--- config.mk ---
export PLATFORM = sky130hd
export DESIGN_NAME = sqm_ctrl
export DESIGN_NICKNAME = d
export VERILOG_FILES = /design/src/verilog/sqm_pkg.sv /design/src/verilog/sqm_ctrl.sv
export SDC_FILE = /design/constraint.sdc
export NUM_CORES = 1
export LEC_CHECK = 0
export ABC_AREA = 0
export BUFFER_PORTS_ARGS = -buffer_cell sky130_fd_sc_hd__buf_2
export CAP_MARGIN = 15
export CORE_ASPECT_RATIO = 2
export CORE_UTILIZATION = 25
export DETAILED_ROUTE_END_ITERATION = 10
export PLACE_DENSITY_LB_ADDON = 0.1
export SLEW_MARGIN = 20
export SYNTH_ARGS = -nofsm -noshare
export SYNTH_HDL_FRONTEND = slang
export SYNTH_SLANG_ARGS = --single-unit
--- constraint.sdc ---
create_clock -name CLOCK -period 2.4 [get_ports CLOCK]
set_clock_uncertainty 0.15 [all_clocks]
set_input_delay 0.48 -clock CLOCK [delete_from_list [all_inputs] [get_ports CLOCK]]
set_output_delay 0.48 -clock CLOCK [all_outputs]
set_load 0.1 [all_outputs]
--- src/verilog/sqm_pkg.sv ---
package sqm_pkg;
  // device geometry
  localparam int ADDR_W = 19;
  localparam int LANES = 4;
  localparam int LANE_W = 8;
  localparam int DATA_W = LANES * LANE_W;
  localparam int WORDS = 524288;

  // clock period and device timing figures in ns
  localparam int CLK_PERIOD_NS = 25;
  localparam int MIN_CYCLE_TIME_NS = 25;
  localparam int ADDRESS_ACCESS_TIME_NS = 25;
  localparam int SELECT_ACCESS_TIME_NS = 25;
  localparam int GATE_ACCESS_TIME_NS = 10;
  localparam int STROBE_WRITE_PULSE_NS = 20;
  localparam int STROBE_TO_HIGH_Z_TIME_NS = 10;
  localparam int DATA_SETUP_NS = 15;

  // least times round up to whole cycles, never below one
  function automatic int ns_to_cyc(input int ns);
    int c;
    c = (ns + CLK_PERIOD_NS - 1) / CLK_PERIOD_NS;
    return (c < 1) ? 1 : c;
  endfunction

  localparam int ACCESS_CYC = ns_to_cyc(SELECT_ACCESS_TIME_NS);
  localparam int HIZ_CYC = ns_to_cyc(STROBE_TO_HIGH_Z_TIME_NS);
  localparam int PULSE_CYC = ns_to_cyc(STROBE_WRITE_PULSE_NS);
  localparam int SETUP_CYC = ns_to_cyc(DATA_SETUP_NS);
  localparam int CYCLE_CYC = ns_to_cyc(MIN_CYCLE_TIME_NS);
  localparam int CNT_W = 4;

  // reset values of the pin drivers
  localparam logic PIN_IDLE = 1'h1;

  // user request carried into the controller
  typedef struct packed {
    logic write;
    logic [LANES-1:0] lanes;
    logic [ADDR_W-1:0] addr;
    logic [DATA_W-1:0] wdata;
  } sqm_req_t;

  // pin group driven toward the memory module
  typedef struct packed {
    logic [LANES-1:0] select_n;
    logic [LANES-1:0] lane_write_strobe_n;
    logic gate_n;
    logic [ADDR_W-1:0] addr;
    logic [DATA_W-1:0] dout;
    logic [DATA_W-1:0] doe;
  } sqm_pins_t;
endpackage

--- src/verilog/sqm_ctrl.sv ---
module sqm_ctrl
(
  input wire logic CLOCK, // 40 MHz
  input wire logic RST, // synchronous, active high
  input wire logic REQ_VALID, // request offered
  input wire sqm_pkg::sqm_req_t REQ, // request fields
  output logic REQ_READY, // idle, request taken
  output logic [sqm_pkg::DATA_W-1:0] RDATA, // read word
  output logic RDATA_VALID, // one-cycle pulse
  output logic DONE, // write done pulse
  output sqm_pkg::sqm_pins_t PINS, // pins to memory
  input wire logic [sqm_pkg::DATA_W-1:0] DQ_IN // data pin levels
);
  typedef enum logic [2:0] {
    S_IDLE, // pins at rest, ready for a request
    S_RD, // select and gate low, waiting for settled data
    S_WHIZ, // strobe low, waiting for the device to float
    S_WPULSE, // data driven, strobe pulse running
    S_REC // recovery gap before the next access
  } sqm_state_t;

  typedef struct packed {
    sqm_state_t st;
    logic [sqm_pkg::CNT_W-1:0] cnt;
    logic [sqm_pkg::DATA_W-1:0] dq1;
    logic [sqm_pkg::DATA_W-1:0] dq2;
    logic [sqm_pkg::DATA_W-1:0] dq3;
    logic [sqm_pkg::DATA_W-1:0] rdata;
    logic rvalid;
    logic done;
    logic ready;
    sqm_pkg::sqm_pins_t pins;
  } sqm_regs_t;

  // read wait: access time plus two cycles of pin synchroniser
  localparam logic [sqm_pkg::CNT_W-1:0] ACC_N =
    sqm_pkg::CNT_W'(sqm_pkg::ACCESS_CYC + 2);
  // strobe fall to data drive, while the device floats its pins
  localparam logic [sqm_pkg::CNT_W-1:0] HIZ_N =
    sqm_pkg::CNT_W'(sqm_pkg::HIZ_CYC);
  // data held under a low strobe: setup and pulse width together
  localparam logic [sqm_pkg::CNT_W-1:0] PUL_N =
    sqm_pkg::CNT_W'(sqm_pkg::PULSE_CYC + sqm_pkg::SETUP_CYC);
  // quiet time before the next select fall
  localparam logic [sqm_pkg::CNT_W-1:0] REC_N =
    sqm_pkg::CNT_W'(sqm_pkg::CYCLE_CYC);

  sqm_regs_t s_r, s_nxt;

  // pins at rest: every lane deselected, no strobe, gate high and
  // nothing driven, so the device floats its outputs from the start
  localparam sqm_pkg::sqm_pins_t PINS_IDLE = '{
    select_n: {sqm_pkg::LANES{sqm_pkg::PIN_IDLE}},
    lane_write_strobe_n: {sqm_pkg::LANES{sqm_pkg::PIN_IDLE}},
    gate_n: sqm_pkg::PIN_IDLE,
    addr: '0,
    dout: '0,
    doe: '0
  };

  // per-bit view of the selected lanes, from the registered selects
  wire [sqm_pkg::DATA_W-1:0] lane_bits;
  for (genvar i = 0; i < sqm_pkg::LANES; i++)
  begin : g_lane
    // each byte lane follows its own select
    assign lane_bits[i*sqm_pkg::LANE_W +: sqm_pkg::LANE_W] =
      {sqm_pkg::LANE_W{~s_r.pins.select_n[i]}};
  end

  // read data settles once the last two sync flops agree; released
  // lanes wander, so only the selected ones are compared
  logic rd_settled;
  assign rd_settled = ((s_r.dq2 ^ s_r.dq3) & lane_bits) == '0;

  // a request is taken only in idle, with ready already shown
  logic take;
  assign take = s_r.st == S_IDLE && REQ_VALID && s_r.ready;

  // next-state logic for the whole controller
  always_comb
  begin
    s_nxt = s_r;
    // answer pulses drop after one cycle unless a state raises them
    s_nxt.rvalid = 1'h0;
    s_nxt.done = 1'h0;
    // pin data passes three flops; settled when last two agree
    s_nxt.dq1 = DQ_IN;
    s_nxt.dq2 = s_r.dq1;
    s_nxt.dq3 = s_r.dq2;
    if (s_r.cnt != '0)
      s_nxt.cnt = s_r.cnt - sqm_pkg::CNT_W'(1);
    // each state changes only the pins it owns; the rest hold
    case (s_r.st)
      S_IDLE:
      begin
        // ready stands in idle until a request is taken
        s_nxt.ready = 1'h1;
        if (take)
        begin
          s_nxt.ready = 1'h0;
          // address set with the select fall, held all cycle
          s_nxt.pins.addr = REQ.addr;
          // chosen lanes share select and strobe
          s_nxt.pins.select_n = ~REQ.lanes;
          if (REQ.write)
          begin
            // gate high so the pins are already floating
            s_nxt.pins.gate_n = 1'h1;
            s_nxt.pins.lane_write_strobe_n = ~REQ.lanes;
            // data waits in the pin register, not yet driven
            s_nxt.pins.dout = REQ.wdata;
            s_nxt.st = S_WHIZ;
            s_nxt.cnt = HIZ_N;
          end
          else
          begin
            // select-led read: gate low, strobe high, address steady
            s_nxt.pins.gate_n = 1'h0;
            s_nxt.pins.lane_write_strobe_n = {sqm_pkg::LANES{1'h1}};
            s_nxt.st = S_RD;
            s_nxt.cnt = ACC_N;
          end
        end
      end
      S_RD:
      begin
        // extra two cycles cover the pin synchroniser delay
        if (s_r.cnt == '0 && rd_settled)
        begin
          s_nxt.rdata = s_r.dq3 & lane_bits; // unselected lanes read 0
          s_nxt.rvalid = 1'h1;
          s_nxt.pins.select_n = {sqm_pkg::LANES{1'h1}};
          s_nxt.pins.gate_n = 1'h1;
          s_nxt.st = S_REC;
          s_nxt.cnt = REC_N;
        end
      end
      S_WHIZ:
      begin
        // drive data only after the device has let go of the pins;
        // the gate is high already, the wait only guards the strobe fall
        if (s_r.cnt == '0)
        begin
          // only selected lanes drive; the rest stay released
          s_nxt.pins.doe = lane_bits;
          s_nxt.st = S_WPULSE;
          s_nxt.cnt = PUL_N;
        end
      end
      S_WPULSE:
      begin
        // pulse counted from the start of data drive, after the high-Z wait
        if (s_r.cnt == '0)
        begin
          s_nxt.pins.lane_write_strobe_n = {sqm_pkg::LANES{1'h1}};
          s_nxt.st = S_REC;
          s_nxt.cnt = REC_N;
          s_nxt.done = 1'h1;
        end
      end
      S_REC:
      begin
        // strobe rose first, so data hold and select rise follow
        s_nxt.pins.select_n = {sqm_pkg::LANES{1'h1}};
        s_nxt.pins.doe = '0;
        if (s_r.cnt == '0)
        begin
          s_nxt.st = S_IDLE;
          s_nxt.ready = 1'h1;
        end
      end
      default:
        s_nxt.st = S_IDLE;
    endcase
  end

  // single state register; pins idle high and floating on reset
  // no clock enable: every register moves on every edge
  always_ff @(posedge CLOCK)
  begin
    if (RST)
    begin
      // constants only; ready rises one edge after release
      s_r <= '{
        st: S_IDLE,
        cnt: '0,
        dq1: '0,
        dq2: '0,
        dq3: '0,
        rdata: '0,
        rvalid: 1'h0,
        done: 1'h0,
        ready: 1'h0,
        pins: PINS_IDLE
      };
    end
    else
      s_r <= s_nxt;
  end

  // outputs straight from flops
  assign REQ_READY = s_r.ready;
  assign RDATA = s_r.rdata;
  assign RDATA_VALID = s_r.rvalid;
  assign DONE = s_r.done;
  assign PINS = s_r.pins;
endmodule

==> results.json <==
{
  "worst_pin_slew_ps": 650,
  "viasPerCell": 4.19,
  "final-setup-viol-count": 0,
  "hold_start": "DQ_IN[14]",
  "finalHoldViolations": 0,
  "cts_sinks": 202,
  "nets": 1071,
  "required_ps": 2630,
  "synth.avg_cell_area_sq_um": 9.10,
  "die-area_sq_um": 32700,
  "synth-compound-area-share": 0.103,
  "numCtsBuffers": 21,
  "finalWirelength_um": 21700,
  "wl_met1_um": 8130,
  "die_height_um": 255,
  "drc_errors": 0,
  "drtAntennaViolNets": 0,
  "hold_depth": 2,
  "synth.distinct_cells": 36,
  "path_clk_slew_ps": 70,
  "port_buffers": 217,
  "startpoint_type": "register",
  "hold_class": "in2reg",
  "ios": 218,
  "placementRows": 92,
  "grt_max_degree": 56,
  "timing.rr.end": "s_r[224]$_SDFF_PP0_",
  "synth_top_family_by_area": "simple AND/OR/NAND/NOR gates",
  "synth-simple-area-share": 0.202,
  "highest_layer": "met4",
  "muxShareOfSynthArea": 0.00125,
  "wl_met2_um": 11900,
  "min_period_over_period": 0.981,
  "grt_pass1_wl_um": 33100,
  "clockRootBuffer": "clkbuf_16",
  "antenna_found_initial": 0,
  "min_to": "s_nxt[173]$_SDFF_PP0_",
  "start_util": 0.254,
  "clk_latency_ps": 510,
  "fillers": 3452,
  "rr_startpoint": "s_nxt[142]$_SDFF_PP0_",
  "power.leakage_uw": 0.00419,
  "dp_slack_ps": -133,
  "synthAdderAreaFrac": 0.00470,
  "cts_tree": "done",
  "gp_congestion": 0.706,
  "fin_crit_ps": 2350,
  "core-area_sq_um": 31400,
  "layout-drive-gt1-share": 0.308,
  "slew_headroom": 0.562,
  "p_per_area_nw_per_um2": 955,
  "setup_tns_ps": 0,
  "worst-r2r-setup-slack_ps": 50,
  "ys_seq_elements": 202,
  "path_class": "reg2reg",
  "yosysWarnings": 0,
  "ys_seq_area_frac": 0.507,
  "maxCapViolations": 0,
  "syn_nets": 971,
  "synth_cells": 877,
  "grt_overflow_total": 0,
  "vias": 5923,
  "dr.pass1.iters": 4,
  "post_drt_wl_per_cell_um": 15.4,
  "die_w_um": 128,
  "fin_ws_ps": 45.8,
  "syn2layout_area_growth_pct": 20.2,
  "status": "complete, no violations",
  "max_clock_freq_ghz": 0.425,
  "cts-htree-levels": 1,
  "holdBufCountCts": 0,
  "critPathCaptureType": "register",
  "cts_setup_buffers": 0,
  "drv_slew": 0,
  "ir_drop_mv": 0.518,
  "worst-path-max-fanout": 20,
  "grt_pass1_vias": 5921,
  "crit_arrival_ps": 2580,
  "holdWs_ps": 31.5,
  "initialDrtViolationCount": 230,
  "syn-cell-area_sq_um": 7980,
  "clockBufferDepth": 3,
  "dr_wl_met3_um": 1280,
  "multi_input_area_sq_um": 2830,
  "grt_usage": 0.132,
  "diodes": 0,
  "dpl.hpwl_um": 15100,
  "regArea_sq_um": 4050,
  "rsz0062_at_grt": "yes",
  "r2r_cells": 8,
  "synth-xor-area-share": 0.0351
}
[area by class of cell]
| class | instances | area share |
|---|---|---|
| inverters | 4 | 0.00156 |
| well taps | 423 | 0.0552 |
| clock buffers | 30 | 0.0666 |
| flip-flops and latches | 202 | 0.422 |
| multi-input cells | 491 | 0.295 |
| repair buffers | 257 | 0.158 |
| clock inverters | 5 | 0.00261 |
[registers in the layout, indices dropped and copies added, names as in the netlist]
| name | flops |
|---|---|
| REQ_READY | 1 |
| RDATA | 32 |
| DONE | 1 |
| s_nxt | 64 |
| PINS | 64 |
| s_r | 39 |
| RDATA_VALID | 1 |
[per-layer routing]
layer / vias up / track usage
li1: 2972 / -
met1: 2767 / 0.138
met2: 155 / 0.253
met3: 29 / 0.0279
met4: 0 / 0.0467
met5: - / 0
[worst max-delay path: stages (launching register included)]
cell	delay, ps
dfxtp_1	310
xor2_1	170
nor4_2	340
buf_4	160
a21oi_1	70
or4_4	580
buf_12	180
o31ai_2	170
o31ai_1	90
[synth_stat cells, drive strengths merged]
cell | n | share of area
a31oi | 7 | 0.0055
clkinv | 1 | 0.00047
mux2i | 1 | 0.0013
a22oi | 4 | 0.0038
buf | 133 | 0.12
xor2 | 32 | 0.035
clkbuf | 47 | 0.022
nor3b | 2 | 0.0025
and2 | 1 | 0.00078
o21ai | 35 | 0.022
a32oi | 1 | 0.0011
dfxtp | 202 | 0.51
nand4b | 32 | 0.035
nor3 | 9 | 0.0056
nand3b | 1 | 0.00094
nand2 | 115 | 0.054
o31ai | 2 | 0.0019
or3 | 2 | 0.0016
o21a | 1 | 0.00094
ha | 3 | 0.0047
or4 | 1 | 0.00094
o211ai | 4 | 0.0038
a21oi | 99 | 0.062
nor2b | 96 | 0.075
nand3 | 8 | 0.0050
nand2b | 2 | 0.0016
inv | 3 | 0.0014
nor2 | 20 | 0.0094
nor4 | 11 | 0.0094
a211oi | 2 | 0.0019
[power by group]
part	switching [uW]	total, uW	leakage (uW)	internal (uW)
Combinational	1600	2290	0.00220	689
Sequential	135	3680	0.00165	3540
Clock	1360	3190	0.000337	1840
Total	3090	9160	0.00419	6070
[cells in the final DEF (no fill, tap or decap), types with 15 or more instances in the layout]
cell         n
a21oi_1     97
buf_4       30
buf_2      215
nor2b_1     96
o21ai_1     20
o21ai_0     15
nand4b_1    32
dfxtp_1    200
xor2_1      32
clkbuf_16   22
nand2_1    114
nor2_1      20
[repair_timing]
action                     in CTS  in global routing
setup endpoints to repair      43                 37
gates resized for setup         6                 31
pin swaps                       5                 16
gates cloned                    0                  1
[worst max-delay path by stage]
stage | startpoint | end | slack [ps] | cells past startpoint
finish | s_nxt[142]$_SDFF_PP0_ | s_r[224]$_SDFF_PP0_ | 50 | 8
CTS | s_nxt[136]$_SDFF_PP0_ | s_r[224]$_SDFF_PP0_ | -40 | 8
global route | s_nxt[148]$_SDFF_PP0_ | RDATA[27]$_SDFFE_PP0P_ | -70 | 10
detailed placement | s_nxt[142]$_SDFF_PP0_ | RDATA[28]$_SDFFE_PP0P_ | -130 | 10
global placement | s_nxt[142]$_SDFF_PP0_ | s_r[223]$_SDFF_PP0_ | -130 | 10
floorplan | REQ_READY$_SDFFE_PP0P_ | PINS[33]$_SDFFE_PP0P_ | 240 | 7
[stage by stage]
step | area (sq um) | instances | power, uW | util
2_1_floorplan | 7980 | 877 | 5370 | -
3_3_place_gp | 8830 | 1376 | 5950 | 0.281
3_5_place_dp | 8830 | 1376 | 5950 | 0.281
4_1_cts | 9520 | 1411 | 9250 | 0.303
5_1_grt | 9590 | 1412 | 9630 | 0.305
6_report | 9590 | 1412 | 9160 | 0.305
[cells by family after synthesis]
| kind of cell | count (synthesis) |
|---|---|
| and+or+nand+nor | 300 |
| AOI/OAI and AO/OA | 155 |
| buffers and inverters | 184 |
| DFF | 202 |
| muxes | 1 |
| xor gates and xnor gates | 32 |
| adders and majority gates | 3 |
(Power assumes the default switching activity.)
